--- config.mk ---
export PLATFORM = sky130hd
export DESIGN_NAME = chain_trigger_monitor
export DESIGN_NICKNAME = d
export VERILOG_FILES = /design/src/hw/chain_edge_detect.v /design/src/hw/chain_trigger_monitor.v /design/src/hw/sticky_flag.v
export VERILOG_INCLUDE_DIRS = /design/src /design/src/shared
export SDC_FILE = /design/constraint.sdc
export NUM_CORES = 1
export LEC_CHECK = 0
export BUFFER_PORTS_ARGS = -buffer_cell sky130_fd_sc_hd__buf_2
export CORE_MARGIN = 1.5
export CORE_UTILIZATION = 30
export DETAILED_ROUTE_END_ITERATION = 10
export GPL_ROUTABILITY_DRIVEN = 1
export GPL_TIMING_DRIVEN = 0
export PLACE_DENSITY = 0.52
export SYNTH_ARGS = -nofsm -noshare
export SYNTH_HDL_FRONTEND = slang
export SYNTH_SLANG_ARGS = --single-unit
--- constraint.sdc ---
create_clock -name CLOCK_I -period 1.9 [get_ports CLOCK_I]
set_clock_uncertainty 0.1 [all_clocks]
set_input_delay 0.285 -clock CLOCK_I [delete_from_list [all_inputs] [get_ports CLOCK_I]]
set_output_delay 0.285 -clock CLOCK_I [all_outputs]
set_load 0.02 [all_outputs]
--- src/shared/chain_monitor_consts.vh ---
// constants for the chain trigger monitor: register map, fields, timing
`ifndef CHAIN_MONITOR_CONSTS_VH
`define CHAIN_MONITOR_CONSTS_VH

`define ADDR_CONTROL 4'h0
`define ADDR_STATUS 4'h4
`define ADDR_IRQ_STATUS 4'h8
`define ADDR_IRQ_MASK 4'hc

`define CTRL_PRIMARY 0
`define CTRL_ENABLE 1
`define CTRL_WIN_LO 2
`define CTRL_WIN_HI 5
`define CTRL_RESET 32'h0000_0000
`define WIN_WIDTH 4

`define ST_MARGIN 0
`define ST_REARM 1
`define ST_REARM_BUSY 2
`define ST_SLIPPED 3

`define IRQ_BITS 2
`define IRQ_RESET 2'h0

`define REARM_REF_CYCLES 2'h2
`define REF_CNT_WIDTH 16

`define RESP_OKAY 2'h0
`define RESP_SLVERR 2'h2

`endif

--- src/hw/chain_edge_detect.v ---
// rising edge detector after a two-stage synchroniser
`timescale 1ns/100ps
module chain_edge_detect (
   input wire clk_i,
   input wire rst_n_i,
   input wire async_i,
   output reg rise_o
);
   reg meta_ff;
   reg sync_ff;
   reg last_ff;

   always @(posedge clk_i) begin
      if (!rst_n_i) begin
         meta_ff <= 1'b0;
         sync_ff <= 1'b0;
         last_ff <= 1'b0;
         rise_o <= 1'b0;
      end else begin
         meta_ff <= async_i;
         sync_ff <= meta_ff;
         last_ff <= sync_ff;
         rise_o <= sync_ff & ~last_ff;
      end
   end
endmodule

--- src/hw/chain_trigger_monitor.v ---
// chain trigger monitor top: edge margin and rearm supervision with axi4-lite registers
//
// Implementation choices: the AXI4-Lite interface to the registers and the placing of the registers.
`timescale 1ns/100ps
`include "chain_monitor_consts.vh"

// What this block does
// - enlarged capture of secondaries overlaps the primary's captured data
// - unit supervises its chain segment continuously while enabled
// - secondary flags edge margin when chain edge lands near reference edge
// - primary flags rearm overrun on a trigger inside its rearm period
// - primary rearm period is fixed at two reference clock cycles
// - both conditions are single-bit sticky flags held until read
// - reading chain status clears both sticky flags
// - margin warning never blocks forwarding of the chain signal
// - edge past the window into next cycle gives no warning
// - margin window shrinks as sampling rate rises
module chain_trigger_monitor (
   input wire CLOCK_I,
   input wire RESET_N_I,
   input wire REF_CLK_I,
   input wire CHAIN_IN_I,
   input wire TRIGGER_I,
   input wire [`WIN_WIDTH-1:0] RATE_WINDOW_I,
   output reg CHAIN_OUT_O,
   output reg CAPTURE_START_O,
   output reg SLIP_O,
   output reg IRQ_O,
   input wire [3:0] S_AXI_AWADDR_I,
   input wire S_AXI_AWVALID_I,
   output reg S_AXI_AWREADY_O,
   input wire [31:0] S_AXI_WDATA_I,
   input wire [3:0] S_AXI_WSTRB_I,
   input wire S_AXI_WVALID_I,
   output reg S_AXI_WREADY_O,
   output reg [1:0] S_AXI_BRESP_O,
   output reg S_AXI_BVALID_O,
   input wire S_AXI_BREADY_I,
   input wire [3:0] S_AXI_ARADDR_I,
   input wire S_AXI_ARVALID_I,
   output reg S_AXI_ARREADY_O,
   output reg [31:0] S_AXI_RDATA_O,
   output reg [1:0] S_AXI_RRESP_O,
   output reg S_AXI_RVALID_O,
   input wire S_AXI_RREADY_I
);
   ////////////////////////////////////////////////////////////////////////////
   // registers and synchronised inputs
   reg [31:0] control_ff;
   reg [`IRQ_BITS-1:0] irq_status_ff;
   reg [`IRQ_BITS-1:0] irq_mask_ff;
   reg [`WIN_WIDTH-1:0] win_meta_ff;
   reg [`WIN_WIDTH-1:0] win_sync_ff;
   reg [`REF_CNT_WIDTH-1:0] since_ref_ff;
   reg [1:0] rearm_ff;
   reg [3:0] aw_addr_ff;
   reg aw_have_ff;
   reg [31:0] w_data_ff;
   reg [3:0] w_strb_ff;
   reg w_have_ff;
   wire ref_rise;
   wire chain_rise;
   wire trig_rise;
   wire margin_flag;
   wire rearm_flag;
   wire is_primary;
   wire enabled;
   wire [`WIN_WIDTH-1:0] window;
   wire margin_hit;
   wire rearm_hit;
   wire status_read;
   wire do_write;
   wire [`IRQ_BITS-1:0] events;
   wire [`IRQ_BITS-1:0] irq_clear;
   reg [31:0] rd_data;
   reg rd_ok;

   assign is_primary = control_ff[`CTRL_PRIMARY];
   assign enabled = control_ff[`CTRL_ENABLE];
   assign window = (control_ff[`CTRL_WIN_HI:`CTRL_WIN_LO] != {`WIN_WIDTH{1'b0}}) ?
                   control_ff[`CTRL_WIN_HI:`CTRL_WIN_LO] : win_sync_ff;

   chain_edge_detect u_ref (
      .clk_i(CLOCK_I),
      .rst_n_i(RESET_N_I),
      .async_i(REF_CLK_I),
      .rise_o(ref_rise)
   );

   chain_edge_detect u_chain (
      .clk_i(CLOCK_I),
      .rst_n_i(RESET_N_I),
      .async_i(CHAIN_IN_I),
      .rise_o(chain_rise)
   );

   chain_edge_detect u_trig (
      .clk_i(CLOCK_I),
      .rst_n_i(RESET_N_I),
      .async_i(TRIGGER_I),
      .rise_o(trig_rise)
   );

   ////////////////////////////////////////////////////////////////////////////
   // window width from the sampling rate setting, shorter at higher rates
   always @(posedge CLOCK_I) begin
      if (!RESET_N_I) begin
         win_meta_ff <= {`WIN_WIDTH{1'b0}};
         win_sync_ff <= {`WIN_WIDTH{1'b0}};
      end else begin
         win_meta_ff <= RATE_WINDOW_I;
         win_sync_ff <= win_meta_ff;
      end
   end

   ////////////////////////////////////////////////////////////////////////////
   // distance of the chain edge from the last reference edge
   always @(posedge CLOCK_I) begin
      if (!RESET_N_I) begin
         since_ref_ff <= {`REF_CNT_WIDTH{1'b1}};
      end else if (ref_rise) begin
         since_ref_ff <= {`REF_CNT_WIDTH{1'b0}};
      end else if (since_ref_ff != {`REF_CNT_WIDTH{1'b1}}) begin
         since_ref_ff <= since_ref_ff + 1'b1;
      end
   end

   // edge at or just after the reference edge; later edges fall in the next cycle
   assign margin_hit = enabled & ~is_primary & chain_rise &
                       (ref_rise | (since_ref_ff < {{(`REF_CNT_WIDTH-`WIN_WIDTH){1'b0}}, window}));

   ////////////////////////////////////////////////////////////////////////////
   // primary propagation stage with fixed rearm of two reference cycles
   assign rearm_hit = enabled & is_primary & trig_rise & (rearm_ff != 2'h0);

   always @(posedge CLOCK_I) begin
      if (!RESET_N_I) begin
         rearm_ff <= 2'h0;
      end else if (enabled & is_primary & trig_rise & (rearm_ff == 2'h0)) begin
         rearm_ff <= `REARM_REF_CYCLES;
      end else if (ref_rise & (rearm_ff != 2'h0)) begin
         rearm_ff <= rearm_ff - 2'h1;
      end
   end

   ////////////////////////////////////////////////////////////////////////////
   // chain forwarding and capture start, never gated by the warning
   always @(posedge CLOCK_I) begin
      if (!RESET_N_I) begin
         CHAIN_OUT_O <= 1'b0;
         CAPTURE_START_O <= 1'b0;
         SLIP_O <= 1'b0;
      end else begin
         CHAIN_OUT_O <= enabled & (is_primary ? (trig_rise & (rearm_ff == 2'h0)) :
                        chain_rise);
         // secondaries start on the reference edge so capture overlaps the primary
         CAPTURE_START_O <= enabled & ref_rise;
         SLIP_O <= enabled & ~is_primary & chain_rise & ~margin_hit;
      end
   end

   ////////////////////////////////////////////////////////////////////////////
   // sticky flags, cleared by a status read
   assign status_read = S_AXI_ARVALID_I & S_AXI_ARREADY_O & (S_AXI_ARADDR_I == `ADDR_STATUS);

   sticky_flag u_margin (
      .clk_i(CLOCK_I),
      .rst_n_i(RESET_N_I),
      .set_i(margin_hit),
      .clear_i(status_read),
      .flag_o(margin_flag)
   );

   sticky_flag u_rearm (
      .clk_i(CLOCK_I),
      .rst_n_i(RESET_N_I),
      .set_i(rearm_hit),
      .clear_i(status_read),
      .flag_o(rearm_flag)
   );

   ////////////////////////////////////////////////////////////////////////////
   // interrupt status, write one to clear, set wins
   assign events = {rearm_hit, margin_hit};
   assign do_write = aw_have_ff & w_have_ff & ~S_AXI_BVALID_O;
   assign irq_clear = (do_write & (aw_addr_ff == `ADDR_IRQ_STATUS) & w_strb_ff[0]) ?
                      w_data_ff[`IRQ_BITS-1:0] : {`IRQ_BITS{1'b0}};

   always @(posedge CLOCK_I) begin
      if (!RESET_N_I) begin
         irq_status_ff <= `IRQ_RESET;
         IRQ_O <= 1'b0;
      end else begin
         irq_status_ff <= events | (irq_status_ff & ~irq_clear);
         IRQ_O <= |(irq_status_ff & irq_mask_ff);
      end
   end

   ////////////////////////////////////////////////////////////////////////////
   // axi4-lite write channel
   always @(posedge CLOCK_I) begin
      if (!RESET_N_I) begin
         aw_have_ff <= 1'b0;
         w_have_ff <= 1'b0;
         aw_addr_ff <= 4'h0;
         w_data_ff <= 32'h0000_0000;
         w_strb_ff <= 4'h0;
         S_AXI_AWREADY_O <= 1'b0;
         S_AXI_WREADY_O <= 1'b0;
         S_AXI_BVALID_O <= 1'b0;
         S_AXI_BRESP_O <= `RESP_OKAY;
         control_ff <= `CTRL_RESET;
         irq_mask_ff <= `IRQ_RESET;
      end else begin
         S_AXI_AWREADY_O <= ~aw_have_ff & ~(S_AXI_AWVALID_I & S_AXI_AWREADY_O);
         S_AXI_WREADY_O <= ~w_have_ff & ~(S_AXI_WVALID_I & S_AXI_WREADY_O);
         if (S_AXI_AWVALID_I & S_AXI_AWREADY_O) begin
            aw_have_ff <= 1'b1;
            aw_addr_ff <= S_AXI_AWADDR_I;
         end
         if (S_AXI_WVALID_I & S_AXI_WREADY_O) begin
            w_have_ff <= 1'b1;
            w_data_ff <= S_AXI_WDATA_I;
            w_strb_ff <= S_AXI_WSTRB_I;
         end
         if (do_write) begin
            S_AXI_BVALID_O <= 1'b1;
            S_AXI_BRESP_O <= `RESP_OKAY;
            case (aw_addr_ff)
               `ADDR_CONTROL: begin
                  if (w_strb_ff[0]) begin
                     control_ff[7:0] <= w_data_ff[7:0];
                  end
               end
               `ADDR_IRQ_MASK: begin
                  if (w_strb_ff[0]) begin
                     irq_mask_ff <= w_data_ff[`IRQ_BITS-1:0];
                  end
               end
               `ADDR_IRQ_STATUS: begin
               end
               `ADDR_STATUS: begin
               end
               default: begin
                  S_AXI_BRESP_O <= `RESP_SLVERR;
               end
            endcase
         end else if (S_AXI_BVALID_O & S_AXI_BREADY_I) begin
            S_AXI_BVALID_O <= 1'b0;
            aw_have_ff <= 1'b0;
            w_have_ff <= 1'b0;
            S_AXI_AWREADY_O <= 1'b1;
            S_AXI_WREADY_O <= 1'b1;
         end
      end
   end

   ////////////////////////////////////////////////////////////////////////////
   // axi4-lite read channel
   always @* begin
      rd_data = 32'h0000_0000;
      rd_ok = 1'b1;
      case (S_AXI_ARADDR_I)
         `ADDR_CONTROL: rd_data = {24'h00_0000, control_ff[7:0]};
         `ADDR_STATUS: begin
            rd_data[`ST_MARGIN] = margin_flag;
            rd_data[`ST_REARM] = rearm_flag;
            rd_data[`ST_REARM_BUSY] = (rearm_ff != 2'h0);
            rd_data[`ST_SLIPPED] = SLIP_O;
         end
         `ADDR_IRQ_STATUS: rd_data = {30'h0000_0000, irq_status_ff};
         `ADDR_IRQ_MASK: rd_data = {30'h0000_0000, irq_mask_ff};
         default: rd_ok = 1'b0;
      endcase
   end

   always @(posedge CLOCK_I) begin
      if (!RESET_N_I) begin
         S_AXI_ARREADY_O <= 1'b0;
         S_AXI_RVALID_O <= 1'b0;
         S_AXI_RDATA_O <= 32'h0000_0000;
         S_AXI_RRESP_O <= `RESP_OKAY;
      end else if (S_AXI_ARVALID_I & S_AXI_ARREADY_O) begin
         S_AXI_ARREADY_O <= 1'b0;
         S_AXI_RVALID_O <= 1'b1;
         S_AXI_RDATA_O <= rd_data;
         S_AXI_RRESP_O <= rd_ok ? `RESP_OKAY : `RESP_SLVERR;
      end else if (S_AXI_RVALID_O) begin
         if (S_AXI_RREADY_I) begin
            S_AXI_RVALID_O <= 1'b0;
            S_AXI_ARREADY_O <= 1'b1;
         end
      end else begin
         S_AXI_ARREADY_O <= 1'b1;
      end
   end
endmodule

--- src/hw/sticky_flag.v ---
// sticky event flag: set wins over clear
`timescale 1ns/100ps
module sticky_flag (
   input wire clk_i,
   input wire rst_n_i,
   input wire set_i,
   input wire clear_i,
   output reg flag_o
);
   always @(posedge clk_i) begin
      if (!rst_n_i) begin
         flag_o <= 1'b0;
      end else if (set_i) begin
         flag_o <= 1'b1;
      end else if (clear_i) begin
         flag_o <= 1'b0;
      end
   end
endmodule

* Yosys cells after proc, flatten, opt, wreduce, memory -nomap -nowiden
Index checks and enable logic that the tools add are counted.
** Storage, ports and cells
- Bits in registers :: 112
- Input bits :: 58
** Operators by class
- Add/subtract/negate cells :: 2
- Magnitude comparators :: 1
- Equal/unequal tests :: 8
- Bitwise operators :: 42
- Reductions and logical operators :: 17
- Muxes and demuxes :: 32
** Operator list (number)
- 2-to-1 mux 16 bit :: 2
- bitwise AND 1 bit :: 26
- 2-to-1 mux 1 bit :: 22
- adder 16 x 1 -> 16 bit, second input constant :: 1
- equality test 4 bit, second input constant :: 4
- < comparator 16 x 4 -> 1 bit :: 1
- inequality test 16 bit, second input constant :: 1
- one-hot mux 4 bit (4 select lines) :: 1
- nonzero test 2 bit :: 6
- inverter 1 bit :: 11
- 2-to-1 mux 2 bit :: 5
- equality test 4 x 3 -> 1 bit, second input constant :: 2
- zero test 4 bit :: 2
- 2-to-1 mux 4 bit :: 2
- OR reduction 4 bit :: 2
- AND reduction 3 bit :: 2
- OR reduction 2 bit :: 3
- bitwise AND 2 bit :: 2
- nonzero test 4 bit :: 1
- zero test 2 bit :: 1
- inequality test 2 x 1 -> 1 bit, second input constant :: 1
- inverter 2 bit :: 1
- OR 2 bit :: 1
- subtractor 2 x 1 -> 2 bit, second input constant :: 1
- OR 1 bit :: 1

* Longest topological paths before layout
Gate-level depths: netlist of the first run.
- Depth in word-level cells :: 8
- Mapped depth :: 7
- Gate-level depth less buffers :: 7

* Cells and area by module
From an unflattened synthesis of the first run, not the netlist that was laid out.
** Unflattened totals
- Cells, all modules :: 380
- Area total of the unflattened synthesis :: 3658.5 µm²
** By module, submodules not included
- chain_trigger_monitor :: times used 1, area each 3241.9 µm², cells each 350
- chain_edge_detect :: times used 3, area each 111.4 µm², cells each 8
- sticky_flag :: times used 2, area each 41.3 µm², cells each 3

* Worst setup path before layout of the first run
OpenSTA, ideal clock, no wires.
- Path type :: register to register
- Start point :: register since_ref_ff[0]
- End point :: register since_ref_ff[7]
- Period minus slack after synthesis :: 1.808 ns
- Data arrival time :: 1.645 ns
- Stages on the path, launching flop included :: 6
- Path buffers :: 0
- Slack :: 0.092 ns
- Setup time :: 0.063 ns
- Cell sequence :: dfxtp_1 ha_1 nand2_1 or4_4 a311o_1 nand3_1
** On the way
- Longest elaborated chain between the ends :: 3
- Elaborated cells on any way between the ends :: 5
** RTL lines
- start: declaration :: RTL line chain_trigger_monitor.v:54 : reg [`REF_CNT_WIDTH-1:0] since_ref_ff;
- start signal: assignment :: RTL line chain_trigger_monitor.v:120 : since_ref_ff <= {`REF_CNT_WIDTH{1'b1}};
- start signal: assignment :: RTL line chain_trigger_monitor.v:122 : since_ref_ff <= {`REF_CNT_WIDTH{1'b0}};
- start signal: assignment :: RTL line chain_trigger_monitor.v:124 : since_ref_ff <= since_ref_ff + 1'b1;
- adder 16 x 1 -> 16 bit :: RTL line chain_trigger_monitor.v:124
- 2-to-1 mux 16 bit :: RTL line chain_trigger_monitor.v:123 : end else if (since_ref_ff != {`REF_CNT_WIDTH{1'b1}}) begin
- 2-to-1 mux 16 bit :: RTL line chain_trigger_monitor.v:121 : end else if (ref_rise) begin
Parallel ways exist; a longest one is shown, timed or not. The select of a mux whose other input is x is not followed.
A chain may end at the register's enable or synchronous reset.

* Worst setup path in the final report of the first run
Same ends and word-level chain as after synthesis.

==> flow_metrics.env, run 1 <==
export IMPL_status="finished clean"
export IMPL_placed_cells=612
export IMPL_cp_start_kind="flop"
export IMPL_synthCells=392
export IMPL_ctsHtreeMaxLevel=3
export IMPL_cts_tree="built"
export IMPL_worst_hold_slack_ps=55.0
export IMPL_vias=3036
export IMPL_multi_input_comb_area_um2=1820
export IMPL_root_buffer="clkbuf_16"
export IMPL_grt_max_degree=16
export IMPL_cts_hold_buffers=0
export IMPL_clock_fmax_ghz=0.544
export IMPL_peakVddDrop_mv=0.448
export IMPL_cts_sinks=86
export IMPL_diodes=0
export IMPL_finalHoldViolCount=0
export IMPL_place_congestion=0.851
export IMPL_instances_no_fill=631
export IMPL_dr_pass1_iters=5
export IMPL_worstPathRequired_ps=2070
export IMPL_grt_pass1_vias=2771
export IMPL_synth_area_top_cells="dfxtp_1 47%, buf_4 5.4%, nand2_1 4.3%"
export IMPL_overflow=0
export IMPL_drv_slew=0
export IMPL_hp_start="RATE_WINDOW_I[0]"
export IMPL_max_cap_violations=0
export IMPL_syn_area_um2=3640
export IMPL_worstPathCellList="ha_4, nand2_4, or4_4, a311o_1, nand3_1"
export IMPL_routedWlPerCell_um=13.6
export IMPL_worst_pin_slew_ps=658
export IMPL_min_to="win_meta_ff[0]"
export IMPL_layout_nets=542
export IMPL_cp_max_fo=7
export IMPL_r2r_slack_ps=60
export IMPL_netlist_top_cells_count="86 x dfxtp_1, 42 x nand2_1, 26 x buf_4"
export IMPL_synth_async_reset_ratio_pct=0
export IMPL_synth_edff_count=0
export IMPL_drt_wl_total_um=8560
export IMPL_clk_pin_slew_ps=60
export IMPL_ys_seq_area_share_pct=47.3
export IMPL_hp_class="in2reg"
export IMPL_io_buffers=48
export IMPL_layout_drive_gt1_share_pct=25.6
export IMPL_ys_flop_type="dfxtp_1"
export IMPL_grt_pass1_wl_um=13700
export IMPL_die_y_um=113
export IMPL_initial_utilization_pct=30.6
export IMPL_antenna_found_initial=0
export IMPL_syn2layout_area_growth_pct=25.9
export IMPL_setup_viol=0
export IMPL_end_kind="flop"
export IMPL_ys_warn_count=0
export IMPL_yosys_area_top_type_share_pct=47.3
export IMPL_seqCellArea_um2=1740
export IMPL_synth_seq_cells=86
export IMPL_fill_cells=1234
export IMPL_reg2reg_from="since_ref_ff[0]"
export IMPL_total_leakage_power_nw=1.87
export IMPL_grt_use_total_pct=13.6
export IMPL_rows=40
export IMPL_fp_dieW_um=113
export IMPL_dieArea_um2=12800
export IMPL_final_util_pct=38.5
export IMPL_via_per_inst=4.81
export IMPL_dp_hpwl_um=6120
export IMPL_cp_top_family="simple AND/OR/NAND/NOR gates"
export IMPL_power_density_nw_per_um2=1210
export IMPL_cts_max_path_buffers=2
export IMPL_drtIter0Drc=135
export IMPL_finalCritPeriodShare_pct=96.8
export IMPL_rr_worst_depth=5
export IMPL_ys_types=48
export IMPL_antenna_left=0
export IMPL_crit_arrival_ps=2010
export IMPL_numCtsBuffers=9
export IMPL_crit_slowest_cell="or4_4"
export IMPL_final_min_clock_period_ps=1840
export IMPL_slowest_delay_ps=550
export IMPL_fp_coreArea_um2=11900
export IMPL_crit_buf_inv=0
export IMPL_io_pins=103
export IMPL_clk_latency_ps=340
export IMPL_syn_avg_cell_area_um2=9.29
export IMPL_crit_type="reg2reg"
export IMPL_whs_path_depth=2
export IMPL_max_slew_margin_pct=56.1
export IMPL_synth_most_common_cell="dfxtp_1"
export IMPL_drc=0
export IMPL_timing_rr_end="since_ref_ff[7]"
export IMPL_yosys_area_top_type="dfxtp_1"
[power by group]
part | switching, W | leakage, nW | internal, W
clock | 0.000726 | 0.146 | 0.00102
sequential | 0.000271 | 0.703 | 0.00200
combinational | 0.000875 | 1.02 | 0.000642
[through the flow]
step	total power, W	setup slack, ps	area [um^2]	TNS, ps
floorplan	0.00326	92.0	3740	0
global placement	0.00355	-49.8	4160	-136
detailed placement	0.00357	-75.7	4160	-441
CTS	0.00539	2.71	4500	0
global route	0.00585	-20.6	4590	-20.6
finish	0.00554	60.9	4590	0
[worst max path at each step]
stage                          startpoint              end  slack (ps)  cells past startpoint
final                     since_ref_ff[0]  since_ref_ff[7]          60                      5
after global routing        control_ff[2]           SLIP_O         -20                      6
after CTS                 since_ref_ff[6]           SLIP_O           3                      4
after detailed placement  since_ref_ff[0]  since_ref_ff[7]         -80                      5
after global placement    since_ref_ff[0]  since_ref_ff[7]         -50                      5
after floorplan           since_ref_ff[0]  since_ref_ff[7]          90                      5
[cells by family (layout without fill, tap and decap cells)]
group,count (synthesis),after routing,share of synthesized area (%)
compound gates,68,68,13.0
simple gates,168,168,25.4
other cells,1,26,0.103
buf+inv,49,116,7.73
flops,86,86,47.3
mux,15,15,4.81
fa+ha+maj,5,5,1.72
[layout by cell type (no fill, tap or decap), types with 3 or more instances in the layout]
master,instances
a22oi_1,3
o21a_1,3
nand2b_1,5
a21boi_0,12
nor2_1,16
buf_2,48
nand4_1,9
clkbuf_1,11
dfxtp_2,8
nand3b_1,5
ha_1,3
buf_4,29
nand2_1,41
a21oi_1,12
a22o_1,4
inv_1,10
nor2b_1,14
nor4_1,4
nor3_1,6
and3_1,5
dfxtp_1,76
o21ai_0,10
a31oi_1,5
mux2i_1,13
conb_1,26
o31ai_1,3
and2_1,22
nand3_1,22
clkbuf_16,9
[sequential cells by signal, summed over array words and instances, names as in the netlist, 2 cells and up]
name	cells
rearm_ff	2
w_data_ff	8
control_ff	8
since_ref_ff	16
win_meta_ff	4
irq_mask_ff	2
irq_status_ff	2
win_sync_ff	4
S_AXI_RDATA_O	8
aw_addr_ff	4
[routing by layer]
metal / GRT usage (%) / up-vias / part of all wire, % / wire (um)
li1: - / 1520 / - / -
met1: 18.5 / 1395 / 47 / 4000
met2: 20.4 / 110 / 45 / 3880
met3: 2.89 / 11 / 6.3 / 540
met4: 6.83 / 0 / 1.7 / 148
met5: 0 / - / 0 / 0
[cell type report]
cell class	count	area share, %
clock buffers	9	4.91
multi-input cells	282	39.7
plain buffers	38	5.26
inverters	11	0.900
repair buffers	51	5.73
flip-flops and latches	86	37.9
clock inverters	7	1.61
well taps	147	4.01
[what timing repair did]
| item | in CTS | in global routing |
|---|---|---|
| setup endpoints to repair | 18 | 8 |
| pin swaps | 1 | 4 |
| cloned | 0 | 0 |
| endpoints found under the hold margin | 0 | 0 |
| resized for setup | 9 | 19 |
| setup buffers | 2 | 1 |
(Power assumes the default switching activity.)
==> inputs of run 2 (changes only) <==
--- a/config.mk
+++ b/config.mk
@@ -12,7 +12,7 @@
 export DETAILED_ROUTE_END_ITERATION = 10
 export GPL_ROUTABILITY_DRIVEN = 1
 export GPL_TIMING_DRIVEN = 0
-export PLACE_DENSITY = 0.52
+export PLACE_DENSITY_LB_ADDON = 0.3
 export SYNTH_ARGS = -nofsm -noshare
 export SYNTH_HDL_FRONTEND = slang
 export SYNTH_SLANG_ARGS = --single-unit
==> run 2 against run 1 <==
Against the previous run: register-to-register slack got worse by 30 ps; worst setup slack worse by 27 ps; clock power is essentially flat; largest cell class unchanged.
==> flow_metrics.env, run 2 (synthesis gave the netlist of run 1 again) <==
export IMPL_numCtsBuffers=9
export IMPL_dp_slack_ps=-76.2
export IMPL_io_buffers=48
export IMPL_power_density_nw_per_um2=1220
export IMPL_fp_dieW_um=113
export IMPL_rr_worst_depth=6
export IMPL_cts_hold_buffers=0
export IMPL_setup_ws_ps=34.2
export IMPL_grt_max_degree=16
export IMPL_overflow=0
export IMPL_drtIter0Drc=144
export IMPL_final_min_clock_period_ps=1870
export IMPL_dp_hpwl_um=6010
export IMPL_io_pins=103
export IMPL_placed_cell_area_um2=4160
export IMPL_clock_fmax_ghz=0.536
export IMPL_die_y_um=113
export IMPL_reg2reg_from="control_ff[4]"
export IMPL_hp_start="RATE_WINDOW_I[0]"
export IMPL_post_route_cell_area_um2=4560
export IMPL_peakVddDrop_mv=0.490
export IMPL_hp_class="in2reg"
export IMPL_cts_tree="built"
export IMPL_top_register="since_ref_ff"
export IMPL_status="finished clean"
export IMPL_cts_max_path_buffers=2
export IMPL_finalCritPeriodShare_pct=98.2
export IMPL_finalHoldViolCount=0
export IMPL_clk_pin_slew_ps=60
export IMPL_root_buffer="clkbuf_16"
export IMPL_whs_path_depth=2
export IMPL_ctsHtreeMaxLevel=3
export IMPL_antenna_left=0
export IMPL_dr_pass1_iters=4
export IMPL_layout_drive_gt1_share_pct=24.1
export IMPL_cts_sinks=86
export IMPL_grt_pass1_vias=2775
export IMPL_antenna_found_initial=0
export IMPL_largest_reg_flops=16
export IMPL_crit_arrival_ps=1990
export IMPL_final_cell_mix="80 x dfxtp_1, 48 x buf_2, 41 x nand2_1"
export IMPL_via_per_inst=4.75
export IMPL_layout_nets=543
export IMPL_crit_type="reg2reg"
export IMPL_timing_rr_end="SLIP_O"
export IMPL_clk_latency_ps=340
export IMPL_cp_start_kind="flop"
export IMPL_diodes=0
export IMPL_grt_use_total_pct=13.2
export IMPL_final_common_cell="dfxtp_1"
export IMPL_worst_hold_slack_ps=55.5
export IMPL_rows=40
export IMPL_final_util_pct=38.3
export IMPL_fp_coreArea_um2=11900
export IMPL_rsz0062_at_grt="yes"
export IMPL_place_congestion=0.809
export IMPL_syn2layout_area_growth_pct=25.2
export IMPL_drv_slew=0
export IMPL_drt_wl_total_um=8380
export IMPL_cp_max_fo=5
export IMPL_r2r_slack_ps=30
export IMPL_report_power_total_w=0.00555
export IMPL_worstPathRequired_ps=2030
export IMPL_max_cap_violations=0
export IMPL_routedWlPerCell_um=13.3
export IMPL_setup_viol=0
export IMPL_end_kind="flop"
export IMPL_initial_utilization_pct=30.6
export IMPL_vias=3004
export IMPL_grt_pass1_wl_um=13500
export IMPL_total_leakage_power_nw=1.85
export IMPL_fill_cells=1217
export IMPL_min_to="win_meta_ff[0]"
export IMPL_drc=0
export IMPL_max_slew_margin_pct=56.7
export IMPL_worst_pin_slew_ps=649
export IMPL_dieArea_um2=12800
==> run 2: area by class of cell <==
cell class / count / area [um^2] / area share (%)
Clock inverter: 6 / 70.1 / 1.54
Buffer: 38 / 240 / 5.26
Inverter: 11 / 41.3 / 0.905
Multi-Input combinational cell: 282 / 1790 / 39.2
Tap cell: 147 / 184 / 4.03
Sequential cell: 86 / 1730 / 37.9
Timing Repair Buffer: 52 / 270 / 5.92
Clock buffer: 10 / 239 / 5.24
==> run 2: timing repair <==
action                                  4_1_cts  5_1_grt
setup buffers                                 2        2
endpoints found under the setup margin       20        8
resized for setup                             7        9
pin swaps                                     1        3
==> run 2: power by group <==
group | internal [W] | switching, W | total [W]
clock network | 0.00106 | 0.000724 | 0.00178
logic | 0.000618 | 0.000896 | 0.00151
registers | 0.00200 | 0.000249 | 0.00225
total | 0.00368 | 0.00187 | 0.00555
==> run 2: through the flow <==
| stage | setup TNS [ps] | instances |
|---|---|---|
| 2_1_floorplan | 0 | 417 |
| 3_5_place_dp | -363 | 612 |
| 4_1_cts | 0 | 630 |
| 5_1_grt | -47.5 | 632 |
| 3_3_place_gp | -81.1 | 612 |
| 6_report | 0 | 632 |
==> run 2: critical path, stage by stage (launching register included) <==
cell and delay [ps]:
dfxtp_2 380, inv_1 80, a41oi_2 200, ha_1 320, a2111oi_4 350, o211ai_1 130
and3_1 200
==> run 2: per-layer routing <==
layer | share of wire [%] | routed length, um | vias up | global-route usage, %
met5 | 0 | 0 | - | 0
met2 | 45 | 3790 | 66 | 20.2
met4 | 1.5 | 124 | 0 | 6.33
met1 | 50 | 4200 | 1413 | 18.4
met3 | 3.1 | 257 | 11 | 1.93
li1 | - | - | 1514 | -
==> run 2: how the worst max path moves through the flow <==
stage,startpoint,to,slack [ps],cells past startpoint
after global placement,control_ff[4],SLIP_O,-40,6
final,control_ff[4],SLIP_O,30,6
after global routing,control_ff[4],SLIP_O,-30,6
after floorplan,since_ref_ff[0],since_ref_ff[7],90,5
after detailed placement,since_ref_ff[0],since_ref_ff[2],-80,5
after CTS,since_ref_ff[1],since_ref_ff[7],8,5
